--- src/e1_fas_map.vh ---
// Register offsets, fields, reset values and timing counts for the E1 FAS loss block
`ifndef E1_FAS_MAP_VH
`define E1_FAS_MAP_VH
`define ADDR_FRAMING_CONTROL     12'h10b
`define ADDR_RX_SIG_DL_SELECT    12'h10c
`define ADDR_IRQ_STATUS          12'h110
`define ADDR_IRQ_MASK            12'h111
`define ADDR_ALIGN_STATUS        12'h112
`define FRAMING_CONTROL_RESET    8'h03
`define RX_SIG_DL_SELECT_RESET   8'h00
`define CRIT_LSB                 0
`define CRIT_MSB                 2
`define ROUTE_LSB                0
`define ROUTE_MSB                2
`define SA_EN_LSB                3
`define SA_EN_MSB                7
`define ROUTE_DL_A               3'h0
`define ROUTE_DL_B               3'h1
`define ROUTE_DL_C               3'h4
`define IRQ_LOSS_BIT             0
`define IRQ_REGAIN_BIT           1
`define IRQ_DL_BIT               2
`define FAS_WORD                 7'h1b
`define REGAIN_FRAMES            2
`endif

--- src/e1_fas_loss_and_sa_datalink_select.v ---
// Top: registers, interrupt and glue for E1 FAS loss and Sa data link select
`timescale 1ns/1ns
`include "e1_fas_map.vh"
module e1_fas_loss_and_sa_datalink_select (
    input  wire        clk_i,
    input  wire        rst_i,
    input  wire [11:0] addr_i,
    input  wire [7:0]  wdata_i,
    input  wire        wr_i,
    input  wire        rd_i,
    output reg  [7:0]  rdata_o,
    input  wire        ts0_valid_i,
    input  wire [7:0]  ts0_byte_i,
    input  wire        fas_frame_i,
    output reg         fas_loss_o,
    output reg         cas_mf_loss_o,
    output reg         crc_mf_loss_o,
    output reg  [4:0]  dl_bits_o,
    output reg  [4:0]  dl_mask_o,
    output reg         dl_valid_o,
    output reg         irq_o
);
    reg  [7:0] framing_control_q;
    reg  [7:0] rx_sig_dl_select_q;
    reg  [2:0] irq_stat_q;
    reg  [2:0] irq_mask_q;
    wire       loss_lvl;
    wire       loss_pls;
    wire       regain_pls;
    wire [4:0] dl_bits;
    wire [4:0] dl_mask;
    wire       dl_valid;
    wire       wr_stat = wr_i && (addr_i == `ADDR_IRQ_STATUS);

    fas_loss_detect u_detect (
        .clk_i          (clk_i),
        .rst_i          (rst_i),
        .criteria_i     (framing_control_q[`CRIT_MSB:`CRIT_LSB]),
        .ts0_valid_i    (ts0_valid_i),
        .ts0_byte_i     (ts0_byte_i),
        .fas_frame_i    (fas_frame_i),
        .fas_loss_q     (loss_lvl),
        .loss_pulse_q   (loss_pls),
        .regain_pulse_q (regain_pls)
    );

    sa_datalink_extract u_extract (
        .clk_i       (clk_i),
        .rst_i       (rst_i),
        .sa_en_i     (rx_sig_dl_select_q[`SA_EN_MSB:`SA_EN_LSB]),
        .route_i     (rx_sig_dl_select_q[`ROUTE_MSB:`ROUTE_LSB]),
        .aligned_i   (~loss_lvl),
        .ts0_valid_i (ts0_valid_i),
        .ts0_byte_i  (ts0_byte_i),
        .fas_frame_i (fas_frame_i),
        .dl_bits_q   (dl_bits),
        .dl_mask_q   (dl_mask),
        .dl_valid_q  (dl_valid)
    );

    // Register writes
    always @(posedge clk_i or posedge rst_i) begin
        if (rst_i) begin
            framing_control_q  <= `FRAMING_CONTROL_RESET;
            rx_sig_dl_select_q <= `RX_SIG_DL_SELECT_RESET;
            irq_mask_q         <= 3'h0;
        end else if (wr_i) begin
            case (addr_i)
                `ADDR_FRAMING_CONTROL:  framing_control_q  <= wdata_i;
                `ADDR_RX_SIG_DL_SELECT: rx_sig_dl_select_q <= wdata_i;
                `ADDR_IRQ_MASK:         irq_mask_q         <= wdata_i[2:0];
                default:                framing_control_q  <= framing_control_q;
            endcase
        end
    end

    // Sticky status, set wins over write-one clear
    always @(posedge clk_i or posedge rst_i) begin
        if (rst_i) begin
            irq_stat_q <= 3'h0;
        end else begin
            irq_stat_q <= (irq_stat_q & ~(wr_stat ? wdata_i[2:0] : 3'h0))
                        | {dl_valid, regain_pls, loss_pls};
        end
    end

    // Read data one cycle after strobe
    always @(posedge clk_i or posedge rst_i) begin
        if (rst_i) begin
            rdata_o <= 8'h00;
        end else if (rd_i) begin
            case (addr_i)
                `ADDR_FRAMING_CONTROL:  rdata_o <= framing_control_q;
                `ADDR_RX_SIG_DL_SELECT: rdata_o <= rx_sig_dl_select_q;
                `ADDR_IRQ_STATUS:       rdata_o <= {5'h00, irq_stat_q};
                `ADDR_IRQ_MASK:         rdata_o <= {5'h00, irq_mask_q};
                `ADDR_ALIGN_STATUS:     rdata_o <= {5'h00, loss_lvl, loss_lvl, loss_lvl};
                default:                rdata_o <= 8'h00;
            endcase
        end else begin
            rdata_o <= 8'h00;
        end
    end

    // Outputs registered
    always @(posedge clk_i or posedge rst_i) begin
        if (rst_i) begin
            fas_loss_o    <= 1'b0;
            cas_mf_loss_o <= 1'b0;
            crc_mf_loss_o <= 1'b0;
            dl_bits_o     <= 5'h00;
            dl_mask_o     <= 5'h00;
            dl_valid_o    <= 1'b0;
            irq_o         <= 1'b0;
        end else begin
            fas_loss_o    <= loss_lvl;
            cas_mf_loss_o <= loss_lvl;
            crc_mf_loss_o <= loss_lvl;
            dl_bits_o     <= dl_bits;
            dl_mask_o     <= dl_mask;
            dl_valid_o    <= dl_valid;
            irq_o         <= |(irq_stat_q & irq_mask_q);
        end
    end
endmodule

--- src/fas_loss_detect.v ---
// Frame alignment checker: counts errored patterns and declares loss
`timescale 1ns/1ns
`include "e1_fas_map.vh"
module fas_loss_detect (
    input  wire       clk_i,
    input  wire       rst_i,
    input  wire [2:0] criteria_i,
    input  wire       ts0_valid_i,
    input  wire [7:0] ts0_byte_i,
    input  wire       fas_frame_i,
    output reg        fas_loss_q,
    output reg        loss_pulse_q,
    output reg        regain_pulse_q
);
    reg [2:0] err_cnt_q;
    reg [1:0] good_cnt_q;
    wire      pattern_ok = (ts0_byte_i[6:0] == `FAS_WORD);
    always @(posedge clk_i or posedge rst_i) begin
        if (rst_i) begin
            err_cnt_q      <= 3'h0;
            good_cnt_q     <= 2'h0;
            fas_loss_q     <= 1'b0;
            loss_pulse_q   <= 1'b0;
            regain_pulse_q <= 1'b0;
        end else begin
            loss_pulse_q   <= 1'b0;
            regain_pulse_q <= 1'b0;
            if (ts0_valid_i && fas_frame_i) begin
                if (!fas_loss_q) begin
                    if (pattern_ok) begin
                        err_cnt_q <= 3'h0;
                    end else if (err_cnt_q + 3'h1 >= criteria_i) begin
                        err_cnt_q    <= 3'h0;
                        fas_loss_q   <= 1'b1;
                        loss_pulse_q <= 1'b1;
                        good_cnt_q   <= 2'h0;
                    end else begin
                        err_cnt_q <= err_cnt_q + 3'h1;
                    end
                end else begin
                    if (!pattern_ok) begin
                        good_cnt_q <= 2'h0;
                    end else if (good_cnt_q == 2'd`REGAIN_FRAMES - 2'h1) begin
                        good_cnt_q     <= 2'h0;
                        fas_loss_q     <= 1'b0;
                        regain_pulse_q <= 1'b1;
                    end else begin
                        good_cnt_q <= good_cnt_q + 2'h1;
                    end
                end
            end
        end
    end
endmodule

--- src/sa_datalink_extract.v ---
// Picks enabled national bits of non-FAS timeslot 0 for the data link
`timescale 1ns/1ns
`include "e1_fas_map.vh"
module sa_datalink_extract (
    input  wire       clk_i,
    input  wire       rst_i,
    input  wire [4:0] sa_en_i,
    input  wire [2:0] route_i,
    input  wire       aligned_i,
    input  wire       ts0_valid_i,
    input  wire [7:0] ts0_byte_i,
    input  wire       fas_frame_i,
    output reg  [4:0] dl_bits_q,
    output reg  [4:0] dl_mask_q,
    output reg        dl_valid_q
);
    wire route_ok = (route_i == `ROUTE_DL_A) || (route_i == `ROUTE_DL_B) ||
                    (route_i == `ROUTE_DL_C);
    wire [4:0] eff_en = route_ok ? sa_en_i : 5'h00;
    always @(posedge clk_i or posedge rst_i) begin
        if (rst_i) begin
            dl_bits_q  <= 5'h00;
            dl_mask_q  <= 5'h00;
            dl_valid_q <= 1'b0;
        end else begin
            dl_valid_q <= 1'b0;
            if (ts0_valid_i && !fas_frame_i && aligned_i && (eff_en != 5'h00)) begin
                // per-bit enables, bit 7 down to bit 3
                dl_bits_q  <= ts0_byte_i[7:3] & eff_en;
                dl_mask_q  <= eff_en;
                dl_valid_q <= 1'b1;
            end
        end
    end
endmodule

--- config.mk ---
export PLATFORM = sky130hd
export DESIGN_NAME = e1_fas_loss_and_sa_datalink_select
export DESIGN_NICKNAME = d
export VERILOG_FILES = /design/src/e1_fas_loss_and_sa_datalink_select.v /design/src/fas_loss_detect.v /design/src/sa_datalink_extract.v
export VERILOG_INCLUDE_DIRS = /design/src
export SDC_FILE = /design/constraint.sdc
export NUM_CORES = 1
export LEC_CHECK = 0
export BUFFER_PORTS_ARGS = -buffer_cell sky130_fd_sc_hd__buf_2
export CAP_MARGIN = 20
export CORE_MARGIN = 2
export CORE_UTILIZATION = 56
export CTS_BUF_LIST = sky130_fd_sc_hd__clkbuf_4
export CTS_CLUSTER_SIZE = 10
export DETAILED_ROUTE_END_ITERATION = 12
export MAX_ROUTING_LAYER = met4
export PLACE_DENSITY = 0.82
export SLEW_MARGIN = 20
export SYNTH_ARGS = -nofsm -noshare
export SYNTH_HDL_FRONTEND = slang
export SYNTH_SLANG_ARGS = --single-unit
--- constraint.sdc ---
create_clock -name clk_i -period 2.1 [get_ports clk_i]
set_input_delay 0.315 -clock clk_i [delete_from_list [all_inputs] [get_ports clk_i]]
set_output_delay 0.315 -clock clk_i [all_outputs]
set_load 0.05 [all_outputs]
==> run metrics <==
result of the run=finished, final reports clean; Post-synth EDFFs=0; portion of synthesized cell area occupied by the leading cell type=55.7%; category of the worst setup path capture point=flip-flop; Worst VDD drop=0.445 mV; Post-Syn Area=2690 sq um; crit share post-route=92.9%; post-detailed-route via-to-cell ratio=5.58; Slew HR=66.2%; Final Power=2.05 mW; top cells by area, synth=dfrtp_1 56%, mux2_2 4.6%, mux2_4 4.5%, nand2_1 3.5%, nand3_1 2.6%; number of ports placed on the die boundary=57; total area of multi-input combinational cells=1060 sq um; synthesized netlist net count=258; instance count of the mapped netlist=220; maximum clock skew at final layout=14.4 ps; Initial Utilization=57.4%; Die Span X=73.4 microns; most used flip-flop cell after synthesis=dfrtp_1; total power per unit cell area=645 nW/um^2; Adder-Cell Fraction of Synth Area=1.86%; cell area after placement=3060 sq um; DR iter-0 viols=142; ordered cell list for the critical path=ha_1 -> xor2_1 -> ha_1 -> a21o_1 -> a31oi_1 -> buf_4 -> nor2_1 -> o311ai_1; Antenna Nets Post-Route=0; Worst Setup Path Type=reg2reg; Min-Delay Path Class=in2reg; clock-pin slew on the worst setup and hold paths=100 ps; combined flip-flop and latch cell area=1550 sq um; longest individual stage delay on the worst path=420 ps; Critical Path RT=2400 ps; Compound-Gate Fraction of Synth Area=10.7%; number of unique standard cell types used by synthesis=55; total CTS buffers=9; gpl congestion=0.829; total wire length=5100 microns; antenna violations before repair=0; sequential area share after synthesis=57.7%; share of cell area taken by muxes after synthesis=10.2%; first-pass GRT wire length=8210 microns; area added between synthesis and finish=17.7%; post-route DRC violation count=0; CP Launch Type=flip-flop; number of cell instances on the worst register-to-register path=8; clock latency on the worst-skew pair=390 ps; worst reg2reg startpoint=u_detect.err_cnt_q[0]; Post CTS Setup Buffer Count=0; slowest library cell on the worst path=dfrtp_1; largest net degree at the start of global routing=63; share of post-route cells with drive strength above 1=36.3%; detailed-router iteration count before antenna repair=7; gr usage total=21.1%; max-slew violation count=0; total die area=5380 sq um; worst hold path stage count=2; clock tree from TritonCTS=done; maximum achievable frequency=0.513 GHz; HPWL after detailed placement=3770 microns; main combinational cell family by area after synthesis=simple AND/OR/NAND/NOR gates; Row Count=25; number of global-route vias before repair=1758; transition time of the tightest slew-check pin=500 ps; count of buffers from port buffering=56; cell seen most often among critical-path stages=ha_1; number of synthesized register bits=62; largest fanout of any net on the critical path=7; Congestion Overflow GR=0; count of filler cells inserted in the layout=347; clock root buffer master=clkbuf_4; DR WL/cell=14.7 microns; net count of the finished layout=326; per-instance average area after synthesis=12.2 sq um; launch point of the worst path=u_detect.err_cnt_q[0]; slack of the critical path=150 ps; n_diodes=0; share of synthesized cell area in and, or, nand and nor gates=16.3%; Setup-failing EPs final=0; Min-Delay Startpoint=fas_frame_i; clock net sink count=62; minimum hold slack=133 ps; top cell type by total area after synthesis=dfrtp_1; post-layout minimum cycle time=1950 ps; arrival time worst endpoint=2250 ps; Clock Path Buffers=2; leakage power figure=1.64 nW; area inside the core boundary=4690 sq um; cell area after layout=3170 sq um; worst setup slack before clock tree synthesis=40.5 ps; setup TNS=0 ps; setup repair after global routing missed its margin=no; die span in y=73.4 microns; number of levels the H-tree was split into=3; number of violations of the max-capacitance limit=0; warning count from the yosys run=0; Hold Violations, Final=0; XOR/XNOR share of the synthesized area=0.325%; routed vias=1932; proportion of register bits with asynchronous set or reset after synthesis=100%
synthesized netlist by cell type (all sizes together) (4+ instances only):
library cell and n:
nand3 15, nor2 4, a21o 4, nor3 6
nand2 26, ha 4, dfrtp 60, a22o 5
o21ai 12, buf 4, mux2 19, inv 10
final cells by class:
cell class                 count  area share (%)
sequential                    62            49.0
multi-input combinational    141            33.4
timing repair buffer          64            11.2
clock buffer                   9            2.13
tap                           54            2.13
inverter                      10            1.18
clock inverter                 6           0.947
power breakdown:
part           switching [mW]  internal (mW)
sequential             0.0152           1.21
clock                   0.392          0.222
combinational           0.113         0.0904
total                   0.520           1.53
critical path, delay by kind of cell (launching register included):
family | cells | cell delay (ps)
xor gates and xnor gates | 1 | 160
AOI/OAI and AO/OA | 3 | 530
buffers and inverters | 1 | 170
adders and majority gates | 2 | 540
DFF | 1 | 420
and+or+nand+nor | 1 | 50
final timing paths:
check,to,slack (ps)
min reg2reg,dl_mask_o[1],380
min in group asynchronous,dl_bits_o[2],520
min,u_detect.good_cnt_q[1],130
max in group asynchronous,framing_control_q[0],1270
max,u_detect.good_cnt_q[0],150
max reg2reg,u_detect.good_cnt_q[0],150
placed cells by master (no fill, tap or decap), types with 3 or more instances in the layout:
cell type and n:
clkbuf_4 9, nor3_1 4, buf_2 56, a22o_1 5, a21o_1 4, nor2_1 4, nand3_1 14, or3_1 3
mux2_4 8, mux2i_1 3, nand2_1 25, o21ai_0 12, inv_1 9, a31oi_1 3, dfrtp_1 60, ha_1 4
mux2_2 11, buf_4 6, clkinv_2 3
sequential cells by signal, summed over array words and instances (netlist names), 5 cells and up:
name	flops
u_extract.dl_mask_q	5
framing_control_q	8
rx_sig_dl_select_q	8
u_extract.dl_bits_q	5
dl_bits_o	5
rdata_o	8
dl_mask_o	5
layer usage:
metal | routed length, microns | part of all wire, % | global-route usage, % | up-vias
met5 | 0 | 0 | - | -
met4 | 50 | 0.98 | 7.27 | 0
met3 | 219 | 4.3 | 6.31 | 6
met2 | 2400 | 47 | 30.8 | 48
met1 | 2420 | 48 | 28.4 | 939
li1 | - | - | - | 939
through the flow:
step / cells / util (%)
after floorplan: 220 / -
after detailed placement: 330 / 65.3
after CTS: 346 / 67.6
after global routing: 346 / 67.6
final: 346 / 67.6
after global placement: 330 / 65.3
kinds of logic after synthesis:
group                      after synthesis
muxes                                   22
xor gates and xnor gates                 1
buffers and inverters                   17
adders and majority gates                4
DFF                                     62
and+or+nand+nor                         73
AOI/OAI and AO/OA                       41
timing repair:
action	CTS	global route
endpoints found under the hold margin	60	0
gates resized for setup	0	1
hold buffers	1	0
endpoints found under the setup margin	0	1
No activity file was read; power rests on OpenSTA's default activity.
